<file path="config.mk">
export PLATFORM = sky130hd
export DESIGN_NAME = sensor_spi_port
export DESIGN_NICKNAME = d
export VERILOG_FILES = /design/src/logic/pin_sync.v /design/src/logic/sensor_spi_port.v
export VERILOG_INCLUDE_DIRS = /design/src /design/src/logic
export SDC_FILE = /design/constraint.sdc
export NUM_CORES = 2
export LEC_CHECK = 0
export ABC_AREA = 0
export BUFFER_PORTS_ARGS = -buffer_cell sky130_fd_sc_hd__buf_2
export CAP_MARGIN = 20
export CORE_MARGIN = 2
export CORE_UTILIZATION = 31
export DETAILED_ROUTE_END_ITERATION = 10
export SETUP_SLACK_MARGIN = 0.3
export SLEW_MARGIN = 20
export SYNTH_ARGS = -nofsm -noshare
export SYNTH_HDL_FRONTEND = slang
export SYNTH_SLANG_ARGS = --single-unit
</file>
<file path="constraint.sdc">
create_clock -name core_clk_i -period 21.1 [get_ports core_clk_i]
set_input_delay 4.22 -clock core_clk_i [delete_from_list [all_inputs] [get_ports core_clk_i]]
set_output_delay 4.22 -clock core_clk_i [all_outputs]
set_load 0.005 [all_outputs]
</file>
<file path="src/logic/sensor_spi_map.vh">
`ifndef SENSOR_SPI_MAP_VH
`define SENSOR_SPI_MAP_VH
// frame layout
`define FRM_BITS          16
`define FRM_WR_BIT        15
`define FRM_ADDR_HI       14
`define FRM_ADDR_LO       8
`define FRM_DATA_HI       7
`define FRM_DATA_LO       0
// register file: 64 words addressed by byte address bits 6:1
`define REG_WORDS         64
`define REG_IDX_W         6
// bit counter value of the last bit of a frame
`define LAST_BIT_IDX      5'h0F
// reset value of the shift and response words
`define WORD_RST_VAL      16'h0000
// global command register: upper byte address, save bit in its data byte
`define COMMAND_REG_HI_ADDR 7'h3F
`define FLASH_SAVE_BIT    4
// flash backed words: mask of indices with backup
`define FLASH_MASK        64'h01E0_0000_03FF_FFFE
// reload walk length after reset
`define LOAD_CYCLES       7'h40
`endif

</file>
<file path="src/logic/pin_sync.v">
`timescale 1ns/10ps
// two flip-flop synchroniser for one asynchronous level
module pin_sync (
    input  wire core_clk_i,
    input  wire srst_i,
    input  wire rst_val_i,
    input  wire async_i,
    output reg  sync_o
);
    reg meta_q; // first stage, read only by second stage
    // -----------------------------
    // two stage capture
    // -----------------------------
    always @(posedge core_clk_i) begin
        if (srst_i) begin
            meta_q <= rst_val_i;
            sync_o <= rst_val_i;
        end else begin
            meta_q <= async_i;
            sync_o <= meta_q;
        end
    end
endmodule

</file>
<file path="src/logic/sensor_spi_port.v">
`timescale 1ns/10ps
`include "sensor_spi_map.vh"
// How it works
// - low chip select enables port, sclk times
// - sample data input on sclk rising edge
// - shift data output on sclk falling edge
// - drive output only while chip select low
// - output returns register requested last frame
// - sixteen-bit registers, two byte addresses
// - writes land in volatile register copy
// - save bit twelve copies volatile to flash
// - reset reloads flash before operating
// - mode three, msb first, 16-bit words
// - read needs request frame then data frame
// - each write frame updates one byte
module sensor_spi_port (
    input  wire        core_clk_i,
    input  wire        srst_i,
    input  wire        cs_n_i,
    input  wire        sclk_i,
    input  wire        sdi_i,
    output reg         sdo_o,
    output wire        sdo_oe_n_o,
    output wire        ready_o,
    output reg         flash_save_o
);
    // -----------------------------
    // synchronised pins
    // -----------------------------
    wire                   cs_n_s;     // chip select after two flip-flops
    wire                   sclk_s;     // serial clock after two flip-flops
    wire                   sdi_s;      // data in after two flip-flops
    reg                    sclk_d1_q;  // synced serial clock one cycle earlier

    // chip select idles high, so it comes out of reset deselected
    pin_sync u_cs (
        .core_clk_i (core_clk_i),
        .srst_i     (srst_i),
        .rst_val_i  (1'h1),
        .async_i    (cs_n_i),
        .sync_o     (cs_n_s)
    );

    // serial clock idles high in mode three, so no false edge after reset
    pin_sync u_sclk (
        .core_clk_i (core_clk_i),
        .srst_i     (srst_i),
        .rst_val_i  (1'h1),
        .async_i    (sclk_i),
        .sync_o     (sclk_s)
    );

    // data in means nothing without an sclk edge, any reset level will do
    pin_sync u_sdi (
        .core_clk_i (core_clk_i),
        .srst_i     (srst_i),
        .rst_val_i  (1'h0),
        .async_i    (sdi_i),
        .sync_o     (sdi_s)
    );

    // -----------------------------
    // serial clock edge detect
    // -----------------------------
    wire                   rise;       // rising sclk edge inside a selected frame
    wire                   fall;       // falling sclk edge inside a selected frame

    // edges only count while the port is selected
    assign rise = sclk_s & ~sclk_d1_q & ~cs_n_s;
    assign fall = ~sclk_s & sclk_d1_q & ~cs_n_s;

    // previous sclk level, reset to the idle level of the pin
    always @(posedge core_clk_i) begin
        if (srst_i) begin
            sclk_d1_q <= 1'h1;
        end else begin
            sclk_d1_q <= sclk_s;
        end
    end

    // -----------------------------
    // state and storage
    // -----------------------------
    localparam ST_LOAD = 2'h1;  // reloading flash into the volatile copy
    localparam ST_RUN  = 2'h2;  // serving frames

    reg  [1:0]             state_q;                   // one-hot state
    reg  [6:0]             load_cnt_q;                // reload walk index
    reg  [15:0]            vol_q   [0:`REG_WORDS-1];  // volatile copy, governs operation
    reg  [15:0]            flash_q [0:`REG_WORDS-1];  // nonvolatile copy, kept over reset
    reg  [15:0]            rx_q;                      // input shift register
    reg  [4:0]             bit_cnt_q;                 // bits taken in this frame
    reg  [15:0]            tx_q;                      // output shift register
    reg  [15:0]            resp_q;                    // word owed to the next frame
    reg                    save_req_q;                // flash save pending

    // -----------------------------
    // frame decode
    // -----------------------------
    wire                   run;        // reload finished, frames are served
    wire [15:0]            frame;      // word as it stands on the 16th rising edge
    wire                   done;       // last bit of a frame taken this cycle
    wire [`REG_IDX_W-1:0]  idx;        // word index from the byte address
    wire                   hi_byte;    // address names the upper byte
    wire                   is_wr;      // write flag of the frame
    wire                   is_save;    // frame sets the save bit of the command register

    assign run     = state_q[1];
    // the bit on the line now completes the word
    assign frame   = {rx_q[14:0], sdi_s};
    // frames that arrive during the reload are ignored
    assign done    = run & rise & (bit_cnt_q == `LAST_BIT_IDX);
    assign idx     = frame[`FRM_ADDR_HI:`FRM_ADDR_LO+1];
    assign hi_byte = frame[`FRM_ADDR_LO];
    assign is_wr   = frame[`FRM_WR_BIT];
    // only a write of the upper command byte with the save bit starts a save
    assign is_save = is_wr & (frame[`FRM_ADDR_HI:`FRM_ADDR_LO] == `COMMAND_REG_HI_ADDR)
                   & frame[`FLASH_SAVE_BIT];

    // -----------------------------
    // status and enable outputs
    // -----------------------------
    // ready tells the outside that the reload is over
    assign ready_o    = run;
    // the data out pin is driven only while selected
    assign sdo_oe_n_o = cs_n_s;

    // -----------------------------
    // reload walk
    // -----------------------------
    // after every reset the flash copy is walked into the volatile copy,
    // one word per cycle, before any frame is served
    always @(posedge core_clk_i) begin
        if (srst_i) begin
            state_q    <= ST_LOAD;
            load_cnt_q <= 7'h00;
        end else begin
            case (state_q)
                ST_LOAD: begin
                    load_cnt_q <= load_cnt_q + 7'h01;
                    // last word loaded, start serving
                    if (load_cnt_q == `LOAD_CYCLES - 7'h01) begin
                        state_q <= ST_RUN;
                    end
                end
                ST_RUN: begin
                    // stay here until the next reset
                    state_q <= ST_RUN;
                end
                default: begin
                    // illegal code, start over with a reload
                    state_q    <= ST_LOAD;
                    load_cnt_q <= 7'h00;
                end
            endcase
        end
    end

    // -----------------------------
    // receive shift and bit count
    // -----------------------------
    // a deselect clears the count, so a cut frame leaves nothing behind
    always @(posedge core_clk_i) begin
        if (srst_i) begin
            rx_q      <= `WORD_RST_VAL;
            bit_cnt_q <= 5'h00;
        end else if (!run || cs_n_s) begin
            // idle or reloading: wait for the first bit of a frame
            bit_cnt_q <= 5'h00;
        end else if (rise) begin
            rx_q <= frame;
            if (done) begin
                // wrap after the sixteenth bit for the next word
                bit_cnt_q <= 5'h00;
            end else begin
                bit_cnt_q <= bit_cnt_q + 5'h01;
            end
        end
    end

    // -----------------------------
    // transmit shift
    // -----------------------------
    // the word captured at the end of one frame goes out in the next,
    // one bit per falling edge, msb first
    always @(posedge core_clk_i) begin
        if (srst_i) begin
            tx_q   <= `WORD_RST_VAL;
            resp_q <= `WORD_RST_VAL;
            sdo_o  <= 1'h0;
        end else if (done) begin
            // read the addressed word before a write to it lands
            resp_q <= vol_q[idx];
            tx_q   <= vol_q[idx];
        end else if (cs_n_s) begin
            // deselected: line up the owed word for the first falling edge
            tx_q <= resp_q;
        end else if (fall && run) begin
            // falling edge: next bit onto the line
            sdo_o <= tx_q[15];
            tx_q  <= {tx_q[14:0], 1'h0};
        end
    end

    // -----------------------------
    // flash save request
    // -----------------------------
    // the save bit starts one copy of the backed words into flash; nothing
    // is ever saved on its own
    always @(posedge core_clk_i) begin
        if (srst_i) begin
            save_req_q   <= 1'h0;
            flash_save_o <= 1'h0;
        end else begin
            // pulse out in the cycle that the copy is made
            flash_save_o <= save_req_q;
            if (done && is_save) begin
                // a new request wins over clearing the old one
                save_req_q <= 1'h1;
            end else begin
                save_req_q <= 1'h0;
            end
        end
    end

    // -----------------------------
    // register words
    // -----------------------------
    // per word: reload, byte writes from frames, and flash save
    genvar g;
    generate
        for (g = 0; g < `REG_WORDS; g = g + 1) begin : g_word
            localparam [63:0] MASK = `FLASH_MASK;  // words with flash backup

            // volatile word: reload first, then byte writes from frames
            always @(posedge core_clk_i) begin
                if (state_q[0] && load_cnt_q[5:0] == g) begin
                    // words without backup come back cleared
                    vol_q[g] <= MASK[g] ? flash_q[g] : `WORD_RST_VAL;
                end else if (done && is_wr && idx == g) begin
                    // one byte per write frame
                    if (hi_byte) begin
                        vol_q[g][15:8] <= frame[`FRM_DATA_HI:`FRM_DATA_LO];
                    end else begin
                        vol_q[g][7:0]  <= frame[`FRM_DATA_HI:`FRM_DATA_LO];
                    end
                end
            end

            // flash word: written only by a save, untouched by reset
            always @(posedge core_clk_i) begin
                if (save_req_q && MASK[g]) begin
                    flash_q[g] <= vol_q[g];
                end
            end
        end
    endgenerate
endmodule

</file>
; Word-level counts from Yosys, hierarchy flattened
; Memories as Yosys holds them, arrays and structs flattened. A register that Yosys moved wholly into a read port is not among the register bits.
; Index checks and enable logic that the tools add are counted.
[classes]
addsub = 2
eq_ne = 132
mux = 654
n_bitwise = 141
reduce_logical = 139
[ops]
columns = op, count
row1 = 8-bit two-way mux, 128
row2 = 1-bit two-way mux, 517
row3 = 6-bit equality test (second input constant), 64
row4 = 6-bit by 5-bit equality test with 1-bit output (second input constant), 32
row5 = 1-bit logical AND, 131
row6 = 1-bit bitwise OR, 128
row7 = 6-bit by 4-bit equality test with 1-bit output (second input constant), 16
row8 = 6-bit by 3-bit equality test with 1-bit output (second input constant), 8
row9 = 16-bit two-way mux, 3
row10 = 6-bit by 2-bit equality test with 1-bit output (second input constant), 4
row11 = 7-bit by 6-bit equality test with 1-bit output (second input constant), 2
row12 = 7-bit one-hot mux with 2 select lines, 1
row13 = 6-bit by 1-bit equality test with 1-bit output (second input constant), 2
row14 = 6-bit logical NOT, 2
row15 = 6-bit two-way mux, 2
row16 = 1-bit AND, 8
row17 = 7-bit by 1-bit adder with 7-bit output (second input constant), 1
row18 = 5-bit by 1-bit adder with 5-bit output (second input constant), 1
row19 = 5-bit by 4-bit equality test with 1-bit output (second input constant), 1
row20 = 5-bit two-way mux, 1
row21 = 1-bit inverter, 5
row22 = 2-bit one-hot mux with 2 select lines, 1
row23 = 3-bit AND reduction, 1
row24 = 3-bit nonzero test, 1
row25 = other kinds (8), 8
[word_totals]
reg_bits = 71
ram_bits = 2048
input_bits = 5
out_inout_bits = 4
wordCells = 1086
memories = 2
[memory_table]
columns = memory, words, word_bits, read_ports, rd_clocked_by_memory_dff, write_ports, line_no
row1 = flash_q, 64, 16, 29, 0, 29, sensor_spi_port.v:90  ; reg [15:0] flash_q [0:`REG_WORDS-1];
row2 = vol_q, 64, 16, 30, 1, 64, sensor_spi_port.v:89  ; reg [15:0] vol_q [0:`REG_WORDS-1];

; Longest topological paths before layout
[logic_depth]
depth_word = 11
ltp_mapped = 12
ltp_nobuf = 8

; Cells and area by module
; A second synthesis with hierarchy kept.
[hier_totals]
hier_cells = 4232
area_unflattened_um2 = 68056.5
[by_module_without_submodules]
columns = mod, instances, cells_per_inst, area_per_inst_um2, seq_area_each_um2
row1 = sensor_spi_port, 1, 4220, 67868.8, 46104.2
row2 = pin_sync, 3, 4, 62.6, 40.0

; Least setup slack after synthesis
; Ideal clock, no wire load.
[synth_timing]
path_kind = register to register
from = register save_req_q
to = memory flash_q[10][0] (enable)
setup_time_ps = 876
arrival_time_ps = 10462
required_ps = 20224
setup_slack_ps = 9763
path_stages_with_launch = 1
path_buffers = 0
synth_period_minus_slack_ps = 11337
cell_sequence = dfxtp_1
[synth_rtl]
columns = element, line_no
row1 = start: declaration, sensor_spi_port.v:95  ; reg save_req_q;
row2 = start signal: assignment, sensor_spi_port.v:212  ; save_req_q <= 1'h0;
row3 = start signal: assignment, sensor_spi_port.v:219  ; save_req_q <= 1'h1;
row4 = start signal: assignment, sensor_spi_port.v:221  ; save_req_q <= 1'h0;
row5 = end: declaration, sensor_spi_port.v:90

; Worst setup path in the final report
[layout_timing]
from = register u_cs.sync_o
to = output port sdo_oe_n_o
[layout_rtl]
columns = element, line_no
row1 = start: declaration, pin_sync.v:8  ; output reg sync_o
row2 = start signal: assignment, pin_sync.v:17  ; sync_o <= rst_val_i;
row3 = start signal: assignment, pin_sync.v:20  ; sync_o <= meta_q;
row4 = end: declaration, sensor_spi_port.v:23  ; output wire sdo_oe_n_o,
; No word-level cell between the ends.

==> impl_metrics.env <==
export IMPL_p_sw_frac=0.210
export IMPL_die_w_um=474
export IMPL_combPwrFrac=0.009
export IMPL_cts_clk_slew_worst_paths_ns=0.06
export IMPL_gp_congestion=0.937
export IMPL_max_slew_margin=0.182
export IMPL_synth_ff_type="edfxtp_1"
export IMPL_seqCellArea_sq_um=46300
export IMPL_placed_cell_area_sq_um=71900
export IMPL_fill_cells=20804
export IMPL_power_density_nw_per_um2=81.6
export IMPL_critPathRequiredTime_ns=16.88
export IMPL_dieArea_sq_um=224000
export IMPL_tritoncts="done"
export IMPL_grt_max_degree=105
export IMPL_netlist_area_sq_um=68400
export IMPL_synth_area_leaders="edfxtp_1 (65%), mux2_2 (8.2%), mux4_2 (5.9%)"
export IMPL_syn_nets=4256
export IMPL_grt_overflow=0
export IMPL_clock_sinks=1565
export IMPL_antenna_left=0
export IMPL_p_leak_uw=0.0252
export IMPL_ys_top_cells_by_count="edfxtp_1 (1488), and2_1 (587), mux2_2 (501)"
export IMPL_core_area_sq_um=220000
export IMPL_totalWireLength_um=200000
export IMPL_synth_edff_count=1488
export IMPL_asyncSetResetFlopFracSynth=0
export IMPL_reg2reg_slack_ns=16.72
export IMPL_htreeDepth=4
export IMPL_min_path_type="flop to flop"
export IMPL_critical_path_arrival_ns=1.72
export IMPL_io_buffer_count=8
export IMPL_ys_warn_count=0
export IMPL_yosysTopAreaCellShare=0.653
export IMPL_crit_fanout=24
export IMPL_multi_input_area_sq_um=20600
export IMPL_first_global_vias=38464
export IMPL_synth_seq_area_share=0.676
export IMPL_fin_crit_sh=0.282
export IMPL_finalSetupViolations=0
export IMPL_p_int_uw=4980
export IMPL_skew_ns=0.0653
export IMPL_pwr_share_clk=0.458
export IMPL_drt_initial_drc_count=4636
export IMPL_drcViolationCount=0
export IMPL_cts_resized=0
export IMPL_clockBufferDepth=3
export IMPL_fin_setup_tns_ns=0
export IMPL_fin_area_sq_um=77300
export IMPL_drv_cap=0
export IMPL_post_cts_buffers=0
export IMPL_finalCriticalPeriod_ns=5.94
export IMPL_yosysUniqueCellTypes=75
export IMPL_first_pass_iters=6
export IMPL_cts_buffers=168
export IMPL_row_count=172
export IMPL_via_per_inst=5.31
export IMPL_crit_type="flop to output port"
export IMPL_fin_ws_ns=15.16
export IMPL_p_seq_frac=0.533
export IMPL_ctsHoldBuffers=0
export IMPL_synth_seq_cells=1565
export IMPL_synth_most_common_cell="edfxtp_1"
export IMPL_finalMaxSlewViolations=0
export IMPL_avgRoutedWirePerCell_um=27.3
export IMPL_start_util=0.312
export IMPL_netlist_instances=4243
export IMPL_grt_first_pass_wirelength_um=286000
export IMPL_setup_worst_path_start_class="flop"
export IMPL_die_h_um=474
export IMPL_status="finished clean"
export IMPL_pin_count=9
export IMPL_drive_gt1_frac=0.269
export IMPL_post_place_ws_ns=15.17
export IMPL_tightestPinTransition_ns=1.22
export IMPL_hold_violations=0
export IMPL_fin_nets=4320
export IMPL_vias=38898
export IMPL_worst_skew_pair_late_latency_ns=0.83
export IMPL_p_sw_uw=1330
export IMPL_yosys_area_top_type="edfxtp_1"
export IMPL_antenna_found_initial=8
export IMPL_synth_area_per_cell_sq_um=16.1
export IMPL_groute_usage_overall=0.175
export IMPL_dp_hpwl_um=126000
export IMPL_area_growth_pct=13.0
export IMPL_cts_root_buf="clkbuf_16"
export IMPL_rsz0062_at_grt="false"
export IMPL_fmax_mhz=168
export IMPL_critPathCaptureType="output port"
export IMPL_total_power_uw=6310
export IMPL_peakVddDrop_v=0.0000754
==> per-layer routing <==
metal,vias up,global-route usage,routed length [um],part of all wire
met1,20497,0.245,85800,0.43
met5,-,0,34,0.00017
met3,318,0.0382,16600,0.083
met2,1751,0.266,90200,0.45
li1,16326,-,-,-
met4,6,0.0619,6970,0.035
==> cells by family after synthesis <==
| kind of cell | share of synthesized area |
|---|---|
| muxes | 0.171 |
| and+or+nand+nor | 0.0928 |
| AOI/OAI and AO/OA | 0.0339 |
| DFF | 0.676 |
| xor gates and xnor gates | 0.000896 |
| buffers and inverters | 0.0241 |
| adders and majority gates | 0.00146 |
==> cells in the final DEF, fill, tap and decap left out, drive strengths merged, types with 22 or more instances in the layout <==
| cell type | count |
|---|---|
| mux2 | 501 |
| and2 | 587 |
| buf | 191 |
| dfxtp | 77 |
| mux2i | 172 |
| clkinv | 81 |
| edfxtp | 1488 |
| a21oi | 70 |
| nand2 | 231 |
| nand3 | 42 |
| clkbuf | 202 |
| and3 | 29 |
| a22oi | 48 |
| nor3 | 69 |
| o21ai | 134 |
| nor2 | 99 |
| a31oi | 22 |
| mux4 | 191 |
==> worst max-delay path, cell delays in order, from the launching register on <==
cell and delay [ns]:
dfxtp_1 0.30, buf_4 0.41, buf_2 0.21
==> worst paths after layout <==
check,from,end,cells after the start
worst min register to register,u_cs.meta_q,u_cs.sync_o,1
worst min-delay path,u_cs.meta_q,u_cs.sync_o,1
worst max register to register,flop,tx_q[5],7
worst max-delay path,u_cs.sync_o,sdo_oe_n_o,2
==> flip-flops by register name, indices dropped and copies added (netlist names), named ones only <==
| register | cells |
|---|---|
| vol_q | 1024 |
| flash_q | 464 |
| resp_q | 16 |
| tx_q | 16 |
| rx_q | 15 |
| load_cnt_q | 7 |
| bit_cnt_q | 5 |
| state_q | 2 |
| flash_save_o | 1 |
| save_req_q | 1 |
| sclk_d1_q | 1 |
| sdo_o | 1 |
| u_cs.meta_q | 1 |
| u_cs.sync_o | 1 |
| u_sclk.meta_q | 1 |
| u_sclk.sync_o | 1 |
| u_sdi.meta_q | 1 |
| u_sdi.sync_o | 1 |
==> layout make-up <==
class                      instances  share of cell area
sequential                      1565               0.598
multi-input combinational       2373               0.267
clock buffer                     202              0.0563
tap                             2871              0.0465
timing repair buffer             191              0.0190
clock inverter                   105              0.0126
inverter                           8            0.000405
antenna                            4            0.000129
==> power by group through the flow <==
stage                     combinational, uW  sequential (uW)  clock [uW]
after global placement                 53.1             3430           0
after detailed placement               53.1             3430           0
after CTS                              53.3             3370        2930
final                                  55.1             3370        2890
after floorplan                        27.2             3430           0
after global routing                   57.2             3370        3060
==> per-stage QoR <==
step	instances	hold WS [ns]	util
after floorplan	4243	0.389	-
after global placement	7006	0.392	0.328
after detailed placement	7007	0.396	0.328
after CTS	7314	0.403	0.352
after global routing	7315	0.420	0.352
final	7319	0.409	0.352
Power figures use the tool's default switching activity.
